`config.mk`:
```
export PLATFORM = sky130hd
export DESIGN_NAME = gord_top
export DESIGN_NICKNAME = d
export VERILOG_FILES = /design/src/rtl/gord_pkg.sv /design/src/rtl/gord_fifo.sv /design/src/rtl/gord_top.sv
export SDC_FILE = /design/constraint.sdc
export NUM_CORES = 1
export LEC_CHECK = 0
export ABC_AREA = 1
export BUFFER_PORTS_ARGS = -buffer_cell sky130_fd_sc_hd__clkbuf_2
export CAP_MARGIN = 20
export CORE_ASPECT_RATIO = 1.75
export CORE_MARGIN = 10
export CORE_UTILIZATION = 44
export CTS_BUF_LIST = sky130_fd_sc_hd__clkbuf_4 sky130_fd_sc_hd__clkbuf_8
export DETAILED_ROUTE_END_ITERATION = 12
export PLACE_DENSITY_LB_ADDON = 0.2
export REMOVE_ABC_BUFFERS = 1
export SLEW_MARGIN = 40
export SYNTH_ARGS = -nofsm -noshare
export SYNTH_HDL_FRONTEND = slang
export SYNTH_SLANG_ARGS = --single-unit
```
`constraint.sdc`:
```
create_clock -name clk -period 21.4 [get_ports clk]
set_input_delay 2.14 -clock clk [delete_from_list [all_inputs] [get_ports clk]]
set_output_delay 2.14 -clock clk [all_outputs]
set_load 0.01 [all_outputs]
```
`src/rtl/gord_pkg.sv`:
```
// constants, types and helpers for the rate trim and output divider block
// What this block does
// - three signed 16-bit trims, high/low byte registers
// - trim added to raw sample before output
// - output rate is internal rate over divider+1
// - divided path runs from 1 kHz internal rate
// - divider only with bypass 00, setting 1..6
// - divided strobe paces outputs and buffer writes
// - filter setting used only when bypass is 00
package gord_pkg;

    // register port map
    localparam logic [7:0] GORD_ADDR_TRIM_FIRST = 8'h13;
    localparam logic [7:0] GORD_ADDR_X_HIGH = 8'h13;
    localparam logic [7:0] GORD_ADDR_X_LOW = 8'h14;
    localparam logic [7:0] GORD_ADDR_Y_HIGH = 8'h15;
    localparam logic [7:0] GORD_ADDR_Y_LOW = 8'h16;
    localparam logic [7:0] GORD_ADDR_Z_HIGH = 8'h17;
    localparam logic [7:0] GORD_ADDR_Z_LOW = 8'h18;
    localparam logic [7:0] GORD_ADDR_DIVIDER = 8'h19;
    localparam logic [7:0] GORD_READ_UNMAPPED = 8'h00;

    // reset values
    localparam logic [7:0] GORD_TRIM_RESET = 8'h00;
    localparam logic [7:0] GORD_DIVIDER_RESET = 8'h00;

    // filter selection codes
    localparam logic [1:0] GORD_BYPASS_NONE = 2'b00;
    localparam logic [2:0] GORD_SETTING_LOW = 3'h0;
    localparam logic [2:0] GORD_SETTING_HIGH = 3'h7;

    // timing
    localparam int GORD_CLK_HZ = 25000000;
    localparam int GORD_INTERNAL_RATE_HZ = 1000;
    localparam int GORD_INTERNAL_PERIOD_CYCLES = GORD_CLK_HZ / GORD_INTERNAL_RATE_HZ;

    // data shapes
    localparam int GORD_SAMPLE_W = 16;
    localparam int GORD_AXES = 3;
    localparam int GORD_FRAME_W = GORD_SAMPLE_W * GORD_AXES;
    localparam int GORD_FIFO_DEPTH = 8;
    localparam int GORD_TRIM_BYTES = 6;

    // sample pipeline steps, gray along wait-add-push
    typedef enum logic [1:0] {
        GORD_ST_WAIT = 2'b00,
        GORD_ST_ADD = 2'b01,
        GORD_ST_PUSH = 2'b11
    } gord_step_type;

    // divider applies only for the 1 kHz filter settings
    function automatic logic gord_divider_effective(input logic [1:0] bypass, input logic [2:0] setting);
        gord_divider_effective = (bypass == GORD_BYPASS_NONE) && (setting > GORD_SETTING_LOW)
            && (setting < GORD_SETTING_HIGH);
    endfunction : gord_divider_effective

    // signed add, clamped so a large trim cannot wrap the sign
    function automatic logic [15:0] gord_trim_add(input logic [15:0] raw, input logic [15:0] trim);
        logic signed [16:0] sum;
        sum = 17'($signed(raw)) + 17'($signed(trim));
        if (sum[16] != sum[15]) begin
            gord_trim_add = sum[16] ? 16'h8000 : 16'h7fff;
        end else begin
            gord_trim_add = sum[15:0];
        end
    endfunction : gord_trim_add

endpackage : gord_pkg

```
`src/rtl/gord_fifo.sv`:
```
// small first-in first-out buffer with valid/ready on both sides
`timescale 1ns/1ns
module gord_fifo #(
    parameter int WIDTH = 48,
    parameter int DEPTH = 8
) (
    input wire logic clk,
    input wire logic rst_sync_b,
    input wire logic in_valid,
    output logic in_ready,
    input wire logic [WIDTH-1:0] in_data,
    output logic out_valid,
    input wire logic out_ready,
    output logic [WIDTH-1:0] out_data
);
    import gord_pkg::*;

    localparam int PW = (DEPTH > 1) ? $clog2(DEPTH) : 1;
    localparam int CW = $clog2(DEPTH + 1);
    localparam logic [PW-1:0] LAST = PW'(DEPTH - 1);
    localparam logic [CW-1:0] FULL = CW'(DEPTH);

    typedef struct packed {
        logic [DEPTH-1:0][WIDTH-1:0] mem;
        logic [PW-1:0] wr_ptr;
        logic [PW-1:0] rd_ptr;
        logic [CW-1:0] count;
    } gord_fifo_state_type;

    gord_fifo_state_type st;
    gord_fifo_state_type next_st;
    logic do_write;
    logic do_read;

    // pointer step with wrap, depth need not be a power of two
    function automatic logic [PW-1:0] step_ptr(input logic [PW-1:0] p);
        step_ptr = (p == LAST) ? '0 : PW'(p + 1'b1);
    endfunction : step_ptr

    // honest flags straight from the occupancy count
    assign in_ready = (st.count != FULL);
    assign out_valid = (st.count != '0);
    assign out_data = st.mem[st.rd_ptr];
    assign do_write = in_valid && in_ready;
    assign do_read = out_valid && out_ready;

    // next-state for storage, pointers and count
    always_comb begin
        next_st = st;
        if (do_write) begin
            next_st.mem[st.wr_ptr] = in_data;
            next_st.wr_ptr = step_ptr(st.wr_ptr);
        end
        if (do_read) begin
            next_st.rd_ptr = step_ptr(st.rd_ptr);
        end
        if (do_write && !do_read) begin
            next_st.count = CW'(st.count + 1'b1);
        end else if (do_read && !do_write) begin
            next_st.count = CW'(st.count - 1'b1);
        end
    end

    // state register
    always_ff @(posedge clk or negedge rst_sync_b) begin
        if (!rst_sync_b) begin
            st <= '0;
        end else begin
            st <= next_st;
        end
    end

endmodule : gord_fifo

```
`src/rtl/gord_top.sv`:
```
// rate bias trim, output rate divider and sample buffer
`timescale 1ns/1ns
module gord_top #(
    parameter logic [15:0] INTERNAL_PERIOD_CYCLES = 16'(gord_pkg::GORD_INTERNAL_PERIOD_CYCLES)
) (
    input wire logic clk,
    input wire logic rst_b,
    input wire logic [7:0] reg_addr,
    input wire logic reg_write,
    input wire logic [7:0] reg_wdata,
    input wire logic reg_read,
    output logic [7:0] reg_rdata,
    input wire logic [1:0] filter_bypass_select,
    input wire logic [2:0] lowpass_setting,
    input wire logic raw_valid,
    input wire logic [gord_pkg::GORD_SAMPLE_W-1:0] raw_x,
    input wire logic [gord_pkg::GORD_SAMPLE_W-1:0] raw_y,
    input wire logic [gord_pkg::GORD_SAMPLE_W-1:0] raw_z,
    output logic [gord_pkg::GORD_SAMPLE_W-1:0] rate_x,
    output logic [gord_pkg::GORD_SAMPLE_W-1:0] rate_y,
    output logic [gord_pkg::GORD_SAMPLE_W-1:0] rate_z,
    output logic rate_update,
    output logic divider_active,
    output logic fifo_fill_ready,
    output logic fifo_overflow,
    input wire logic overflow_clear,
    output logic fifo_out_valid,
    input wire logic fifo_out_ready,
    output logic [gord_pkg::GORD_FRAME_W-1:0] fifo_out_data
);
    import gord_pkg::*;

    localparam logic [15:0] PERIOD_LAST = 16'(INTERNAL_PERIOD_CYCLES - 16'h0001);

    typedef struct packed {
        logic [GORD_TRIM_BYTES-1:0][7:0] trim;
        logic [7:0] divider;
        logic [7:0] rdata;
        logic [15:0] tick_count;
        logic [7:0] div_count;
        logic [GORD_SAMPLE_W-1:0] hold_x;
        logic [GORD_SAMPLE_W-1:0] hold_y;
        logic [GORD_SAMPLE_W-1:0] hold_z;
        logic [GORD_SAMPLE_W-1:0] rate_x;
        logic [GORD_SAMPLE_W-1:0] rate_y;
        logic [GORD_SAMPLE_W-1:0] rate_z;
        logic rate_update;
        gord_step_type step;
        logic overflow;
    } gord_state_type;

    gord_state_type st;
    gord_state_type next_st;

    logic rst_meta_b;
    logic rst_sync_b;
    logic trim_hit;
    logic [7:0] trim_index;
    logic internal_tick;
    logic sample_due;
    logic fifo_in_valid;
    logic fifo_in_ready;
    logic [GORD_FRAME_W-1:0] fifo_in_data;
    logic [15:0] trim_x;
    logic [15:0] trim_y;
    logic [15:0] trim_z;

    // reset release through two flops; assert stays asynchronous
    always_ff @(posedge clk or negedge rst_b) begin
        if (!rst_b) begin
            rst_meta_b <= 1'b0;
            rst_sync_b <= 1'b0;
        end else begin
            rst_meta_b <= 1'b1;
            rst_sync_b <= rst_meta_b;
        end
    end

    // address decode for the trim byte window
    assign trim_hit = (reg_addr >= GORD_ADDR_X_HIGH) && (reg_addr <= GORD_ADDR_Z_LOW);
    assign trim_index = 8'(reg_addr - GORD_ADDR_TRIM_FIRST);

    // byte pairs joined into signed trims, high byte first in the map
    assign trim_x = {st.trim[GORD_ADDR_X_HIGH - GORD_ADDR_TRIM_FIRST],
                     st.trim[GORD_ADDR_X_LOW - GORD_ADDR_TRIM_FIRST]};
    assign trim_y = {st.trim[GORD_ADDR_Y_HIGH - GORD_ADDR_TRIM_FIRST],
                     st.trim[GORD_ADDR_Y_LOW - GORD_ADDR_TRIM_FIRST]};
    assign trim_z = {st.trim[GORD_ADDR_Z_HIGH - GORD_ADDR_TRIM_FIRST],
                     st.trim[GORD_ADDR_Z_LOW - GORD_ADDR_TRIM_FIRST]};

    // divider only counts for the 1 kHz filter settings
    assign divider_active = gord_divider_effective(filter_bypass_select, lowpass_setting);

    // local 1 kHz tick, the dividend of the output divider
    assign internal_tick = divider_active && (st.tick_count == PERIOD_LAST);

    // when dividing, every divider+1 ticks; else each filter sample
    always_comb begin
        if (divider_active) begin
            sample_due = internal_tick && (st.div_count == st.divider);
        end else begin
            sample_due = raw_valid;
        end
    end

    // buffer write request while in the push step
    assign fifo_in_valid = (st.step == GORD_ST_PUSH);
    assign fifo_in_data = {st.rate_x, st.rate_y, st.rate_z};

    // next-state for registers, divider and sample pipeline
    always_comb begin
        next_st = st;
        next_st.rate_update = 1'b0;

        // register writes; unmapped addresses are ignored
        if (reg_write) begin
            if (trim_hit) begin
                next_st.trim[trim_index[2:0]] = reg_wdata;
            end else if (reg_addr == GORD_ADDR_DIVIDER) begin
                next_st.divider = reg_wdata;
            end
        end

        // read data is captured, so it is stable for the host
        if (reg_read) begin
            if (trim_hit) begin
                next_st.rdata = st.trim[trim_index[2:0]];
            end else if (reg_addr == GORD_ADDR_DIVIDER) begin
                next_st.rdata = st.divider;
            end else begin
                next_st.rdata = GORD_READ_UNMAPPED;
            end
        end

        // tick and divide counters park at zero when not dividing
        if (!divider_active) begin
            next_st.tick_count = '0;
            next_st.div_count = '0;
        end else if (internal_tick) begin
            next_st.tick_count = '0;
            if (st.div_count == st.divider) begin
                next_st.div_count = '0;
            end else begin
                next_st.div_count = 8'(st.div_count + 8'h01);
            end
        end else begin
            next_st.tick_count = 16'(st.tick_count + 16'h0001);
        end

        // newest filter sample is held for the divided strobe
        if (raw_valid) begin
            next_st.hold_x = raw_x;
            next_st.hold_y = raw_y;
            next_st.hold_z = raw_z;
        end

        // a strobe outside wait is dropped; samples need 3-cycle spacing
        unique case (st.step)
            GORD_ST_WAIT: begin
                if (sample_due) begin
                    next_st.step = GORD_ST_ADD;
                end
            end
            GORD_ST_ADD: begin
                next_st.rate_x = gord_trim_add(st.hold_x, trim_x);
                next_st.rate_y = gord_trim_add(st.hold_y, trim_y);
                next_st.rate_z = gord_trim_add(st.hold_z, trim_z);
                next_st.rate_update = 1'b1;
                next_st.step = GORD_ST_PUSH;
            end
            GORD_ST_PUSH: begin
                // sample cannot wait, so a full buffer loses it
                if (!fifo_in_ready) begin
                    next_st.overflow = 1'b1;
                end
                next_st.step = GORD_ST_WAIT;
            end
            default: begin
                next_st.step = GORD_ST_WAIT;
            end
        endcase

        // clear loses against a same-cycle overflow
        if (overflow_clear && !(fifo_in_valid && !fifo_in_ready)) begin
            next_st.overflow = 1'b0;
        end
    end

    // state register, trims and divider reset to zero
    always_ff @(posedge clk or negedge rst_sync_b) begin
        if (!rst_sync_b) begin
            st <= '0;
            st.trim <= {GORD_TRIM_BYTES{GORD_TRIM_RESET}};
            st.divider <= GORD_DIVIDER_RESET;
            st.step <= GORD_ST_WAIT;
        end else begin
            st <= next_st;
        end
    end

    // sample buffer toward the host
    gord_fifo #(
        .WIDTH(GORD_FRAME_W),
        .DEPTH(GORD_FIFO_DEPTH)
    ) u_fifo (
        .clk(clk),
        .rst_sync_b(rst_sync_b),
        .in_valid(fifo_in_valid),
        .in_ready(fifo_in_ready),
        .in_data(fifo_in_data),
        .out_valid(fifo_out_valid),
        .out_ready(fifo_out_ready),
        .out_data(fifo_out_data)
    );

    // outputs straight from flops, except fill ready decoded from the buffer count
    assign reg_rdata = st.rdata;
    assign rate_x = st.rate_x;
    assign rate_y = st.rate_y;
    assign rate_z = st.rate_z;
    assign rate_update = st.rate_update;
    assign fifo_overflow = st.overflow;
    assign fifo_fill_ready = fifo_in_ready;

endmodule : gord_top

```
==> results.toml <==
[placement]
dp.cells = 4216
numPortBuffers = 184
dp_slack_ns = 15.86
dpl_cell_area_mm2 = 0.0297
dp_hpwl_um = 51700
place_congestion = 0.855

[clocking]
clockBufferDepth = 3
clock_latency_ns = 0.70
cts_setup_buffers = 0
ctsHtreeMaxLevel = 3
clkTransAtPathRegs_ns = 0.06
cts_buffers = 92
clkSinkCount = 584
cts-resized-gates = 0
postCtsHoldBufs = 0
cts_tree = "done"
cts_root_buffer = "clkbuf_8"

[yosys]
synth.distinct_cells = 49
synth_ff_type = "dfrtp_1"
ys_top_cells_by_count = "780 x nand2_1, 598 x o21ai_0, 584 x dfrtp_1"
async_flop_share_pct = 100
synth_top_area_cell = "dfrtp_1"
synthCells = 3434
yosys.area.top_type_share_pct = 50.9
yosysMostFrequentCell = "nand2_1"
synth_area_mm2 = 0.0287
yosys_warnings = 0
syn_avg_cell_area_um2 = 8.37
seq_area_frac_synth_pct = 50.9
yosys-top-cells-area = "dfrtp_1 51%, o21ai_0 10%, nand2_1 10%"
synth_edf_count = 0
ys_seq_elements = 584

[pwr]
pwr-share-seq_pct = 41.0
vdd_drop_max_v = 0.0000788
comb_power_share_pct = 35.5
total_power_mw = 4.37
switching_share_pct = 40.2
cellPowerDensity_mw_per_mm2 = 138
p_leak_nw = 15.4
power_frac_clock_pct = 23.5
internal-power_mw = 2.61
power.switching_mw = 1.76

[job]
max-cap-violations = 0

[sta]
worst_slack_ns = 15.38
min_period_ns = 6.02
relSlewSlack_pct = 45.5
rsz0062_at_grt = "no"
finClkSkew_ns = 0.0267
report.final.slew_viol_count = 0
hold_violations = 0
setup_viol = 0
timing.hold.ws_ns = 0.220
fmax_mhz = 166
worst_slew_pin_slew_ns = 0.817
fin_tns_setup_ns = 0
period_share_pct = 28.1

[setup_path]
cp_max_fo = 63
arrival_ns = 3.88
worst_ep_required_time_ns = 19.26
cp-end-kind = "output port"
crit_type = "reg2out"
critPathLaunchType = "flop"

[routing]
wl_um = 79300
vias = 23200
drt-initial-drc-count = 1509
drt_pre_antenna_iters = 5
vias_per_cell = 5.28
drc = 0
ant_nets = 0
avgRoutedWirePerCell_um = 18.1

[floorplanning]
die_y_um = 358
die_width_um = 213
start_util_pct = 44.6
die_area_mm2 = 0.0763
core_mm2 = 0.0645
pin_count = 185
rows = 123

[finish]
fin_cells = 4384
design.final.nets = 3641
drive_gt1_share_pct = 13.7
fin_area_mm2 = 0.0317
area_growth_pct = 10.4
fill_cells = 6373
finish.utilization_pct = 49.2

[global_routing]
grt-ovfl-total = 0
grt_pass1_wl_um = 128000
grt_use_total_pct = 21.0
grt_max_degree = 106
antenna_found_initial = 4
grt_pass1_vias = 22900

[worst_hold_path]
min_path_type = "reg2async"

[run_status]
status = "completed"
## sequential cells by signal, indices dropped and copies added (netlist names)
name and cells:
rst_meta_b 1, rst_sync_b 1, st 130, reg_rdata 8, rate_y 16, rate_z 16, rate_update 1, rate_x 16
u_fifo.st 394, fifo_overflow 1
## final cells by class
class,count,area (um^2),area share (%)
Clock buffer,141,1770,5.58
Antenna cell,3,7.51,0.0237
Multi-Input combinational cell,2422,12100,38.1
Timing Repair Buffer,215,1280,4.03
Tap cell,812,1020,3.20
Clock inverter,21,226,0.714
Inverter,186,707,2.23
Sequential cell,584,14600,46.1
## path summary, 6_finish.rpt
kind	startpoint	end	slack [ns]	depth (start not counted)
setup reg to reg	rst_sync_b$_DFF_PN0_	u_fifo.st[344]$_DFFE_PN0P_	18.55	5
hold reg to reg	rst_sync_b$_DFF_PN0_	st[122]$_DFF_PN0_	0.22	0
max in group asynchronous	rst_sync_b$_DFF_PN0_	u_fifo.st[344]$_DFFE_PN0P_	18.55	5
min in group clk	rst_meta_b$_DFF_PN0_	rst_sync_b$_DFF_PN0_	0.36	0
hold / removal	rst_sync_b$_DFF_PN0_	st[122]$_DFF_PN0_	0.22	0
setup / recovery	u_fifo.st[4]$_DFFE_PN0P_	fifo_out_data[39]	15.38	8
## power groups by stage
stage | combinational [mW] | sequential [mW] | clock (mW)
after global routing | 1.79 | 1.84 | 1.10
after floorplan | 1.00 | 1.76 | 0
after CTS | 1.56 | 1.81 | 1.06
after global placement | 1.53 | 1.81 | 0
final | 1.55 | 1.79 | 1.03
after detailed placement | 1.56 | 1.82 | 0
## routing by layer
metal / vias up / GRT usage, % / share of wire [%] / wire length, um
li1: 11400 / - / - / -
met1: 11000 / 26.2 / 43 / 34000
met2: 541 / 36.2 / 49 / 39100
met3: 125 / 3.52 / 5.0 / 3960
met4: 0 / 7.14 / 2.8 / 2190
met5: - / 0 / 0 / 0
## cell families after synthesis
group                      Yosys count  synth area share [%]
DFF                                584                  50.9
and+or+nand+nor                   1355                  19.1
adders and majority gates           64                  2.89
AOI/OAI and AO/OA                  904                  16.6
muxes                               53                  2.05
buffers and inverters              428                  7.11
other                                1                0.0131
xor gates and xnor gates            45                  1.37
## placed cells by master, fill, tap and decap left out, types with 7 or more instances in the layout
cell	count
o21bai_1	7
clkbuf_4	27
o21ai_1	62
mux2i_1	7
o21ai_0	598
xor2_1	27
mux2_2	46
buf_4	16
a31oi_1	49
inv_1	179
a21oi_2	14
nand3_1	53
o21ai_2	10
dfrtp_1	581
nand3b_1	7
ha_1	60
nor3_1	21
xnor2_1	18
clkbuf_2	184
buf_6	9
nand4_1	14
clkbuf_8	114
nor2_1	436
clkinv_2	12
nand2_1	780
o22ai_1	53
nand2_2	10
a21oi_1	106
## worst max-delay path, stage by stage (launching register included)
cell      delay [ns]
dfrtp_4         0.59
buf_12          0.29
buf_4           0.59
buf_4           0.65
o21ai_0         0.18
o22ai_1         0.18
nor2_1          0.06
a31oi_1         0.32
clkbuf_2        0.21
Note: power is estimated with default switching activity, not from simulation.
